[config.mk]
export PLATFORM = sky130hd
export DESIGN_NAME = wdg_top
export DESIGN_NICKNAME = d
export VERILOG_FILES = /design/src/shared/wdg_pkg.sv /design/src/design/wdg_top.sv
export SDC_FILE = /design/constraint.sdc
export NUM_CORES = 1
export LEC_CHECK = 0
export BUFFER_PORTS_ARGS = -buffer_cell sky130_fd_sc_hd__buf_2
export CORE_MARGIN = 2
export CORE_UTILIZATION = 40
export CTS_CLUSTER_DIAMETER = 200
export DETAILED_ROUTE_END_ITERATION = 8
export PLACE_DENSITY = 0.59
export SLEW_MARGIN = 20
export SYNTH_ARGS = -nofsm -noshare
export SYNTH_HDL_FRONTEND = slang
export SYNTH_SLANG_ARGS = --single-unit
[constraint.sdc]
create_clock -name clock -period 7.9 [get_ports clock]
set_clock_uncertainty 0.15 [all_clocks]
set_input_delay 0.79 -clock clock [delete_from_list [all_inputs] [get_ports clock]]
set_output_delay 0.79 -clock clock [all_outputs]
set_load 0.01 [all_outputs]
[src/shared/wdg_pkg.sv]
// Package: register map, field layout, reset values and timing counts of the watchdog and dual timers
package wdg_pkg;

   // ***********************************************************
   // Register offsets
   // ***********************************************************
   localparam logic [15:0] WATCHDOG_CONTROL_ADDR = 16'hc00c;
   localparam logic [15:0] TIMER_ZERO_ADDR       = 16'hc010;
   localparam logic [15:0] TIMER_ONE_ADDR        = 16'hc012;
   localparam logic [15:0] IRQ_STATUS_ADDR       = 16'hc0f0;
   localparam logic [15:0] IRQ_MASK_ADDR         = 16'hc0f2;

   // ***********************************************************
   // Watchdog control fields
   // ***********************************************************
   localparam int unsigned WD_RESTART_BIT = 0;
   localparam int unsigned WD_ENABLE_BIT  = 1;
   localparam int unsigned WD_LOCK_BIT    = 2;
   localparam int unsigned WD_PERIOD_LSB  = 3;
   localparam int unsigned WD_FLAG_BIT    = 5;

   // ***********************************************************
   // Interrupt status and mask layout
   // ***********************************************************
   localparam int unsigned IRQ_W          = 3;
   localparam int unsigned IRQ_TIMER_ZERO = 0;
   localparam int unsigned IRQ_TIMER_ONE  = 1;
   localparam int unsigned IRQ_WATCHDOG   = 2;

   // ***********************************************************
   // Reset values
   // ***********************************************************
   localparam logic [15:0]      TIMER_COUNT_RESET = 16'hffff;
   localparam logic [1:0]       WD_PERIOD_RESET   = 2'h0;
   localparam logic [IRQ_W-1:0] IRQ_MASK_RESET    = 3'h0;

   // ***********************************************************
   // Timing
   // ***********************************************************
   localparam int unsigned CLK_PERIOD_NS = 100;
   localparam int unsigned TICK_NS       = 1000;
   localparam int unsigned TICK_CYCLES   = (TICK_NS + CLK_PERIOD_NS - 1) / CLK_PERIOD_NS;
   localparam logic [3:0]  TICK_LAST     = 4'(TICK_CYCLES - 1);
   // Watchdog periods in ms, counted in microsecond ticks
   localparam real         WD_P0_MS      = 1.4;
   localparam real         WD_P1_MS      = 5.5;
   localparam real         WD_P2_MS      = 22.0;
   localparam real         WD_P3_MS      = 66.0;
   localparam int unsigned WD_P0_TICKS   = int'(WD_P0_MS * 1.0e6 / TICK_NS);
   localparam int unsigned WD_P1_TICKS   = int'(WD_P1_MS * 1.0e6 / TICK_NS);
   localparam int unsigned WD_P2_TICKS   = int'(WD_P2_MS * 1.0e6 / TICK_NS);
   localparam int unsigned WD_P3_TICKS   = int'(WD_P3_MS * 1.0e6 / TICK_NS);
   localparam int unsigned WD_CNT_W      = 17;

endpackage : wdg_pkg

[src/design/wdg_top.sv]
// Design: watchdog unit and two microsecond general timers behind a plain register port
`timescale 1ns/1ns

// Notes on behaviour
// - Enabled watchdog expiring without a restart resets the processor.
// - Period field bits 4:3 picks 1.4, 5.5, 22.0 or 66.0 ms.
// - Expiry sets timeout flag bit 5, still readable after processor reset.
// - Timeout flag clears only on external hardware reset.
// - Once lock bit 2 is set, further writes to the watchdog fields are ignored; restart bit 0 still restarts the period.
// - While locked, watchdog always runs regardless of the enable bit.
// - Watchdog counts only while enable bit 1 is one, unless locked.
// - Bit 0 is write-only; writing one restarts the watchdog period.
// - Watchdog timeout can raise a processor interrupt.
// - Each general timer decrements by one every microsecond tick until it reaches zero.
// - A general timer reaching zero raises its interrupt.
// - Writing a timer loads its 16-bit count; count resets to all ones.
// - Clearing a timer's interrupt enable discards its pending interrupt.
module wdg_top #(
   parameter logic [16:0] WD_P0_TICKS = 17'(wdg_pkg::WD_P0_TICKS),
   parameter logic [16:0] WD_P1_TICKS = 17'(wdg_pkg::WD_P1_TICKS),
   parameter logic [16:0] WD_P2_TICKS = 17'(wdg_pkg::WD_P2_TICKS),
   parameter logic [16:0] WD_P3_TICKS = 17'(wdg_pkg::WD_P3_TICKS)
) (
   // Clock and reset
   input  wire logic        clock,
   input  wire logic        rst_n,
   // Register port
   input  wire logic [15:0] addr,
   input  wire logic [15:0] wdata,
   input  wire logic        wr_stb,
   input  wire logic        rd_stb,
   output logic      [15:0] rdata,
   // Processor side
   output logic             cpu_reset,
   output logic             irq,
   output logic             general_timer_zero_irq,
   output logic             general_timer_one_irq
);

   // ***********************************************************
   // Declarations
   // ***********************************************************
   logic [3:0]                     presc_ff;
   logic                           us_tick;
   logic                           wr_wd;
   logic                           wr_stat;
   logic                           wr_mask;
   logic [1:0]                     wr_tm;
   logic                           lock_ff;
   logic                           watchdog_run_enable_ff;
   logic [1:0]                     period_ff;
   logic                           flag_ff;
   logic                           wd_run;
   logic [wdg_pkg::WD_CNT_W-1:0]   wd_cnt_ff;
   logic [wdg_pkg::WD_CNT_W-1:0]   nxt_wd_cnt;
   logic [wdg_pkg::WD_CNT_W-1:0]   wd_limit;
   logic                           wd_expire;
   logic                           cpu_reset_ff;
   logic [15:0]                    tm_cnt_ff [2];
   logic [1:0]                     tm_zero_evt;
   logic [wdg_pkg::IRQ_W-1:0]      stat_ff;
   logic [wdg_pkg::IRQ_W-1:0]      mask_ff;
   logic [wdg_pkg::IRQ_W-1:0]      evt;
   logic [15:0]                    rdata_ff;
   logic [15:0]                    nxt_rdata;

   // ***********************************************************
   // Address decode
   // ***********************************************************
   // Writes only; reads are decoded in the read mux
   assign wr_wd   = wr_stb && (addr == wdg_pkg::WATCHDOG_CONTROL_ADDR);
   assign wr_tm   = {wr_stb && (addr == wdg_pkg::TIMER_ONE_ADDR), wr_stb && (addr == wdg_pkg::TIMER_ZERO_ADDR)};
   assign wr_stat = wr_stb && (addr == wdg_pkg::IRQ_STATUS_ADDR);
   assign wr_mask = wr_stb && (addr == wdg_pkg::IRQ_MASK_ADDR);

   // ***********************************************************
   // Microsecond prescaler
   // ***********************************************************
   // Free-running divider; shared by timers and watchdog so both see one time base
   always_ff @(posedge clock)
   begin
      if (!rst_n)
         presc_ff <= 4'h0;
      else if (presc_ff == wdg_pkg::TICK_LAST)
         presc_ff <= 4'h0;
      else
         presc_ff <= presc_ff + 4'h1;
   end

   assign us_tick = (presc_ff == wdg_pkg::TICK_LAST);

   // ***********************************************************
   // Watchdog control register
   // ***********************************************************
   // Lock latches until external reset, freezing the other fields
   always_ff @(posedge clock)
   begin
      if (!rst_n)
      begin
         lock_ff                <= 1'b0;
         watchdog_run_enable_ff <= 1'b0;
         period_ff              <= wdg_pkg::WD_PERIOD_RESET;
      end
      else if (wr_wd && !lock_ff)
      begin
         lock_ff                <= wdata[wdg_pkg::WD_LOCK_BIT];
         watchdog_run_enable_ff <= wdata[wdg_pkg::WD_ENABLE_BIT];
         period_ff              <= wdata[wdg_pkg::WD_PERIOD_LSB +: 2];
      end
   end

   // Lock overrides the enable bit
   assign wd_run = watchdog_run_enable_ff || lock_ff;

   // Period table in ticks
   always_comb
   begin
      unique case (period_ff)
         2'h0: wd_limit = WD_P0_TICKS;
         2'h1: wd_limit = WD_P1_TICKS;
         2'h2: wd_limit = WD_P2_TICKS;
         2'h3: wd_limit = WD_P3_TICKS;
      endcase
   end

   // ***********************************************************
   // Watchdog counter
   // ***********************************************************
   // Expiry on the tick that completes the period
   assign wd_expire = wd_run && us_tick && (wd_cnt_ff == wd_limit - 17'h1);

   // Restart strobe is honoured even under lock, otherwise a locked dog could never be kept alive
   always_comb
   begin
      if (!wd_run)
         nxt_wd_cnt = '0;
      else if (wr_wd && wdata[wdg_pkg::WD_RESTART_BIT])
         nxt_wd_cnt = '0;
      else if (wd_expire)
         nxt_wd_cnt = '0;
      else if (us_tick)
         nxt_wd_cnt = wd_cnt_ff + 17'h1;
      else
         nxt_wd_cnt = wd_cnt_ff;
   end

   always_ff @(posedge clock)
   begin
      if (!rst_n)
         wd_cnt_ff <= '0;
      else
         wd_cnt_ff <= nxt_wd_cnt;
   end

   // Processor reset pulse, one cycle per expiry
   always_ff @(posedge clock)
   begin
      if (!rst_n)
         cpu_reset_ff <= 1'b0;
      else
         cpu_reset_ff <= wd_expire;
   end

   // Timeout flag ignores writes; only external reset clears it
   always_ff @(posedge clock)
   begin
      if (!rst_n)
         flag_ff <= 1'b0;
      else if (wd_expire)
         flag_ff <= 1'b1;
   end

   // ***********************************************************
   // General timers
   // ***********************************************************
   // Count holds at zero so a single interrupt is raised per load
   for (genvar i = 0; i < 2; i++)
   begin : g_tm
      always_ff @(posedge clock)
      begin
         if (!rst_n)
            tm_cnt_ff[i] <= wdg_pkg::TIMER_COUNT_RESET;
         else if (wr_tm[i])
            tm_cnt_ff[i] <= wdata;
         else if (us_tick && (tm_cnt_ff[i] != 16'h0))
            tm_cnt_ff[i] <= tm_cnt_ff[i] - 16'h1;
      end

      assign tm_zero_evt[i] = !wr_tm[i] && us_tick && (tm_cnt_ff[i] == 16'h1);
   end

   // ***********************************************************
   // Interrupt status and mask
   // ***********************************************************
   assign evt = {wd_expire, tm_zero_evt};

   // Sticky status, write one to clear; a new event beats the clear
   always_ff @(posedge clock)
   begin
      if (!rst_n)
         stat_ff <= '0;
      else
      begin
         for (int b = 0; b < wdg_pkg::IRQ_W; b++)
         begin
            if (evt[b])
               stat_ff[b] <= 1'b1;
            else if (wr_stat && wdata[b])
               stat_ff[b] <= 1'b0;
            else if (wr_mask && !wdata[b] && (b != wdg_pkg::IRQ_WATCHDOG))
               stat_ff[b] <= 1'b0;
         end
      end
   end

   always_ff @(posedge clock)
   begin
      if (!rst_n)
         mask_ff <= wdg_pkg::IRQ_MASK_RESET;
      else if (wr_mask)
         mask_ff <= wdata[wdg_pkg::IRQ_W-1:0];
   end

   // ***********************************************************
   // Read path
   // ***********************************************************
   // Restart bit is write-only and reads as zero
   always_comb
   begin
      nxt_rdata = 16'h0;
      unique case (addr)
         wdg_pkg::WATCHDOG_CONTROL_ADDR:
         begin
            nxt_rdata[wdg_pkg::WD_ENABLE_BIT]      = watchdog_run_enable_ff;
            nxt_rdata[wdg_pkg::WD_LOCK_BIT]        = lock_ff;
            nxt_rdata[wdg_pkg::WD_PERIOD_LSB +: 2] = period_ff;
            nxt_rdata[wdg_pkg::WD_FLAG_BIT]        = flag_ff;
         end
         wdg_pkg::TIMER_ZERO_ADDR: nxt_rdata = tm_cnt_ff[0];
         wdg_pkg::TIMER_ONE_ADDR:  nxt_rdata = tm_cnt_ff[1];
         wdg_pkg::IRQ_STATUS_ADDR: nxt_rdata[wdg_pkg::IRQ_W-1:0] = stat_ff;
         wdg_pkg::IRQ_MASK_ADDR:   nxt_rdata[wdg_pkg::IRQ_W-1:0] = mask_ff;
         default:                  nxt_rdata = 16'h0;
      endcase
   end

   // Data stand only in the cycle after the strobe
   always_ff @(posedge clock)
   begin
      if (!rst_n)
         rdata_ff <= 16'h0;
      else if (rd_stb)
         rdata_ff <= nxt_rdata;
      else
         rdata_ff <= 16'h0;
   end

   // ***********************************************************
   // Outputs
   // ***********************************************************
   assign rdata                  = rdata_ff;
   assign cpu_reset              = cpu_reset_ff;
   assign irq                    = |(stat_ff & mask_ff);
   assign general_timer_zero_irq = stat_ff[wdg_pkg::IRQ_TIMER_ZERO] && mask_ff[wdg_pkg::IRQ_TIMER_ZERO];
   assign general_timer_one_irq  = stat_ff[wdg_pkg::IRQ_TIMER_ONE] && mask_ff[wdg_pkg::IRQ_TIMER_ONE];
endmodule : wdg_top

# After elaboration in Yosys (flattened, before gate mapping)
# Memory sizes are Yosys's and may differ from the RTL's.
# Cells that the tools add are included.
# totals
reg_bits	49
ramBits	32
output_inout_bits	20
word_cells	107
n_memories	1
# op_classes
addsub	5
n_eq_ne	12
mux	32
bitwise	7
reduce_logical	38
# memory_table
name	depth	word_bits	read_ports	rd_clocked_by_memory_dff	write_ports	line_no	source
tm_cnt_ff	2	16	2	0	2	wdg_top.sv:59	logic [15:0] tm_cnt_ff [2];
# ops
cell	count
$eq 16x16->1 const B	5
$pmux 17 s4	1
$mux 16	4
$eq 16x1->1 const B	2
$reduce_bool 16->1	2
$sub 16x1->16 const B	2
$mux 1	23
$logic_and 1x1->1	22
$pmux 10 s2	1
$add 17x1->17 const B	1
$eq 17x17->1	1
$sub 17x1->17 const B	1
$pmux 2 s5	1
$pmux 3 s3	1
$reduce_bool 3->1	2
$logic_not 1->1	5
$add 4x1->4 const B	1
$eq 2x2->1 const B	2
$eq 4x4->1 const B	1
$or 1x1->1	4
$pmux 1 s4	1
$reduce_or 4->1	1
$and 3x3->3	1
$reduce_or 3->1	1
other kinds (7)	8

# Depth between registers and ports, before layout
# depth
word_depth	7
mapped_depth	9
ltp_nobuf	7

# Worst setup path before layout
# Ideal clock, no wire load.
# synth_path
kind	input port to flip-flop
from	input addr[9]
to	memory tm_cnt_ff[1][0], enable pin
setup_time_ns	0.333
t_arrival_ns	2.716
required_time_ns	7.417
path_slack_ns	4.701
stages	5
path_buffers	1
cell_sequence	or4_1 > buf_4 > nor4_4 > a211oi_1 > or3b_1
# synth_rtl
element	line_no	source
from (decl)	wdg_top.sv:28	input wire logic [15:0] addr,
to (decl)	wdg_top.sv:59	

==> impl_metrics.py <==
metrics = {
    "power": {
        "seq_power_share": 0.526,
        "internal_power_mw": 0.6466,
        "power.switching_mw": 0.1799,
        "leakagePower_nw": 1.654,
        "share_clk_of_total_power": 0.433,
        "comb_power_share": 0.040,
        "power.density_nw_per_um2": 166.3,
        "power.share.switching": 0.2177,
        "vdd_ir_drop_max_mv": 0.09943,
        "post-layout-total-power_mw": 0.8265,
    },
    "floorplan": {
        "floorplan.io_pins": 56,
        "fp.dieArea_um2": 11800,
        "dieWidth_um": 108.6,
        "die_height_um": 108.6,
        "std_cell_rows": 38,
        "initial_core_util": 0.4074,
        "core_area_um2": 10750,
    },
    "layout": {
        "antenna_cells_inserted": 0,
        "nNetsFinal": 542,
        "final_util": 0.4626,
        "area_of_the_multi_input_gates_um2": 2287,
        "areaGrowthSynthToFinish_pct": 13.55,
        "final.fill_count": 1073,
        "ff_latch_area_um2": 1942,
        "drive_above_1_share": 0.1687,
        "instances_no_fill": 638,
    },
    "synth": {
        "postSynth.asyncResetShare": 0,
        "synth.most_common_cell": "sky130_fd_sc_hd__nor2_1",
        "synth_area_leaders": "sky130_fd_sc_hd__dfxtp_1 (22%), sky130_fd_sc_hd__edfxtp_1 (22%), sky130_fd_sc_hd__xnor2_1 (6.6%), sky130_fd_sc_hd__nor2_1 (5.4%), sky130_fd_sc_hd__ha_1 (3.7%)",
        "postSynthRegisterBits": 81,
        "netlist.top_cell.by_area": "sky130_fd_sc_hd__dfxtp_1",
        "syn_nets": 495,
        "dominantRegCellSynth": "sky130_fd_sc_hd__dfxtp_1",
        "synth.yosys.seq_area_share": 0.4436,
        "postSynthAreaPerCell_um2": 9.816,
        "post_synth_most_frequent_cells": "sky130_fd_sc_hd__nor2_1 (63), sky130_fd_sc_hd__dfxtp_1 (49), sky130_fd_sc_hd__xnor2_1 (33)",
        "synth-edff-count": 32,
        "synthesis.area_um2": 4378,
        "netlist_instances": 446,
        "synth_top_area_frac": 0.2241,
        "yosysUniqueCellTypes": 56,
        "synthesis.yosys.warnings": 0,
    },
    "global_routing": {
        "grt_max_degree": 24,
        "first_global_vias": 3366,
        "global_route_overflow": 0,
        "grt_first_pass_wirelength_mm": 16.89,
        "grt.met2_usage": 0.2978,
        "global_route.usage.met3": 0.03586,
        "initial_antenna_violation_count": 0,
        "grt_busiest_layer": "met2",
        "grt_use_total": 0.1840,
        "grt_util_met1": 0.2422,
    },
    "min_path": {
        "end_of_the_worst_hold_path": "presc_ff[0]",
        "hp-class": "flip-flop to flip-flop",
        "hold_path.startpoint": "presc_ff[0]",
        "hold_depth": 1,
    },
    "critical_path": {
        "worst_setup_path_start_kind": "input port",
        "critPathBufInv": 1,
        "worst_path_largest_cell_delay_ps": 900,
        "critical_path.max_fanout": 17,
        "timing.critical_path.max_delay_family": "simple AND/OR/NAND/NOR gates",
        "path_class": "input port to flip-flop",
        "critPathCaptureType": "flip-flop",
        "critical_path.cell_chain": "buf_2, or4_1, nor4_4, a211oi_2, or3b_1",
        "regToRegSetupSlack_ps": 4650,
        "crit_slowest_cell": "sky130_fd_sc_hd__nor4_4",
        "crit_arrival_ps": 3700,
        "required_ps": 7750,
        "r2r.worst_path.cells": 5,
        "worstReg2RegStart": "presc_ff[0]",
        "regToRegEndpoint": "tm_cnt_ff[1][15]",
    },
    "detailed_routing": {
        "routed_via_density": 5.456,
        "detail_route.iter0.violations": 185,
        "wl_mm": 10.31,
        "dr_total_vias": 3481,
        "final_antenna_net_count": 0,
        "wire_per_inst_um": 16.15,
        "post_detailed_route_drc_marker_count": 0,
        "detail_route.first_pass.iterations": 5,
    },
    "sta": {
        "tightest_slew_ps": 1027,
        "rsz_0062_raised_after_global_routing": "false",
        "slew-limit-headroom": 0.3104,
        "finalWorstPathRequiredPeriod_ps": 3853,
        "fin_ws_ps": 4047,
        "fin_crit_sh": 0.4877,
        "timing.setup.tns_ps": 0,
        "timing.fmax_mhz": 259.5,
        "final_hold_viol_count": 0,
        "finalSetupViolations": 0,
        "timing.final.max_slew_violations": 0,
    },
    "clock_tree": {
        "clock_path_buffers": 2,
        "number_of_buffers_added_by_the_clock_tree_synthesis_step": 9,
        "clkSinkCount": 81,
        "clkSlewWorstSetupHoldPaths_ps": 80,
        "clock_tree.htree_level_count": 3,
        "cts_repair_resize_count": 0,
        "postCtsSetupBuffers": 0,
        "cts_hold_buf": 0,
        "tritoncts_clock_tree": "yes",
        "clockRootBuffer": "sky130_fd_sc_hd__clkbuf_8",
        "clock_insertion_delay_worst_skew_ps": 360,
    },
    "place": {
        "port-buffer-count": 55,
        "gp_congestion": 0.8265,
        "half_perimeter_wire_length_after_placement_mm": 7.588,
        "setup_slack_at_placement_ps": 3717,
        "dp_cells": 622,
    },
    "run": {
        "maxCapViolCount": 0,
    },
    "outcome": {
        "outcome": "complete, no violations",
    },
}
==> registers in the layout (all words and copies together), names as in the netlist <==
name                    flops
period_ff                   2
cpu_reset                   1
stat_ff                     3
flag_ff                     1
tm_cnt_ff                  32
rdata                      16
mask_ff                     3
watchdog_run_enable_ff      1
presc_ff                    4
lock_ff                     1
wd_cnt_ff                  17
==> kinds of logic (layout without fill, tap and decap cells) <==
group                    Yosys count  count (layout)  synth area share
flip-flops                        81              81            0.4436
AO/OA/AOI/OAI                     80              80            0.1269
buffers and inverters             32              84           0.03515
XOR/XNOR                          47              47           0.09403
adder cells (fa/ha/maj)           13              13           0.03715
multiplexers                       9               9           0.02115
AND/OR/NAND/NOR                  184             184            0.2421
==> power by group through the flow <==
stage	clock network, mW	logic (mW)	registers, mW
floorplan	0	0.0165	0.445
global placement	0	0.0326	0.445
detailed placement	0	0.0335	0.445
CTS	0.366	0.0336	0.435
global route	0.380	0.0361	0.436
finish	0.358	0.0331	0.435
==> cell type report <==
cell class | count | area share
clock buffers | 11 | 0.03071
clock inverters | 5 | 0.01737
inverters | 12 | 0.009061
multi-input cells | 333 | 0.4601
flip-flops and latches | 81 | 0.3906
well taps | 140 | 0.03524
repair buffers | 56 | 0.05688
==> cells in the final DEF, fill, tap and decap left out, drive strengths merged, types with 3 or more instances in the layout <==
| master | instances |
|---|---|
| nand2 | 22 |
| or4 | 9 |
| nor3b | 5 |
| o21ai | 4 |
| and4 | 3 |
| edfxtp | 32 |
| a21oi | 21 |
| a22oi | 17 |
| xnor2 | 33 |
| or3 | 4 |
| o211ai | 4 |
| nor2b | 9 |
| a2bb2oi | 15 |
| clkbuf | 11 |
| nor4 | 15 |
| and2 | 4 |
| nor2 | 64 |
| nand4 | 9 |
| ha | 13 |
| o21a | 5 |
| and3b | 3 |
| nand3 | 11 |
| xor2 | 14 |
| and3 | 3 |
| mux2i | 7 |
| nor4b | 4 |
| inv | 12 |
| dfxtp | 49 |
| nor3 | 8 |
| clkinv | 3 |
| a31oi | 4 |
| buf | 56 |
==> worst max-delay path by stage <==
stage / slack [ps] / end / cells past startpoint / start
final: 4050 / tm_cnt_ff[1][15] / 5 / addr[9]
after global placement: 3800 / tm_cnt_ff[1][11] / 5 / addr[9]
after detailed placement: 3720 / tm_cnt_ff[1][11] / 5 / addr[9]
after global routing: 3960 / tm_cnt_ff[1][3] / 5 / addr[9]
after floorplan: 4700 / tm_cnt_ff[1][0] / 5 / addr[9]
after CTS: 4110 / tm_cnt_ff[1][3] / 5 / addr[9]
==> stage by stage <==
stage / cell area [um2] / hold WS [ps]
detailed placement: 4732 / 311.4
global route: 4971 / 365.4
floorplan: 4378 / 283.2
finish: 4971 / 321.4
global placement: 4732 / 296.5
CTS: 4971 / 328.3
==> per-layer routing <==
layer | vias up | part of all wire
li1 | 1729 | -
met1 | 1661 | 0.47
met2 | 76 | 0.47
met3 | 15 | 0.045
met4 | 0 | 0.016
met5 | - | 0
==> worst register-to-register path: stages, from the launching register on <==
cell                       delay [ps]
sky130_fd_sc_hd__dfxtp_1          380
sky130_fd_sc_hd__ha_1             220
sky130_fd_sc_hd__and3b_1          480
sky130_fd_sc_hd__nand2_1          190
sky130_fd_sc_hd__a211oi_2         810
sky130_fd_sc_hd__or3b_1           660
Power figures use the tool's default switching activity.
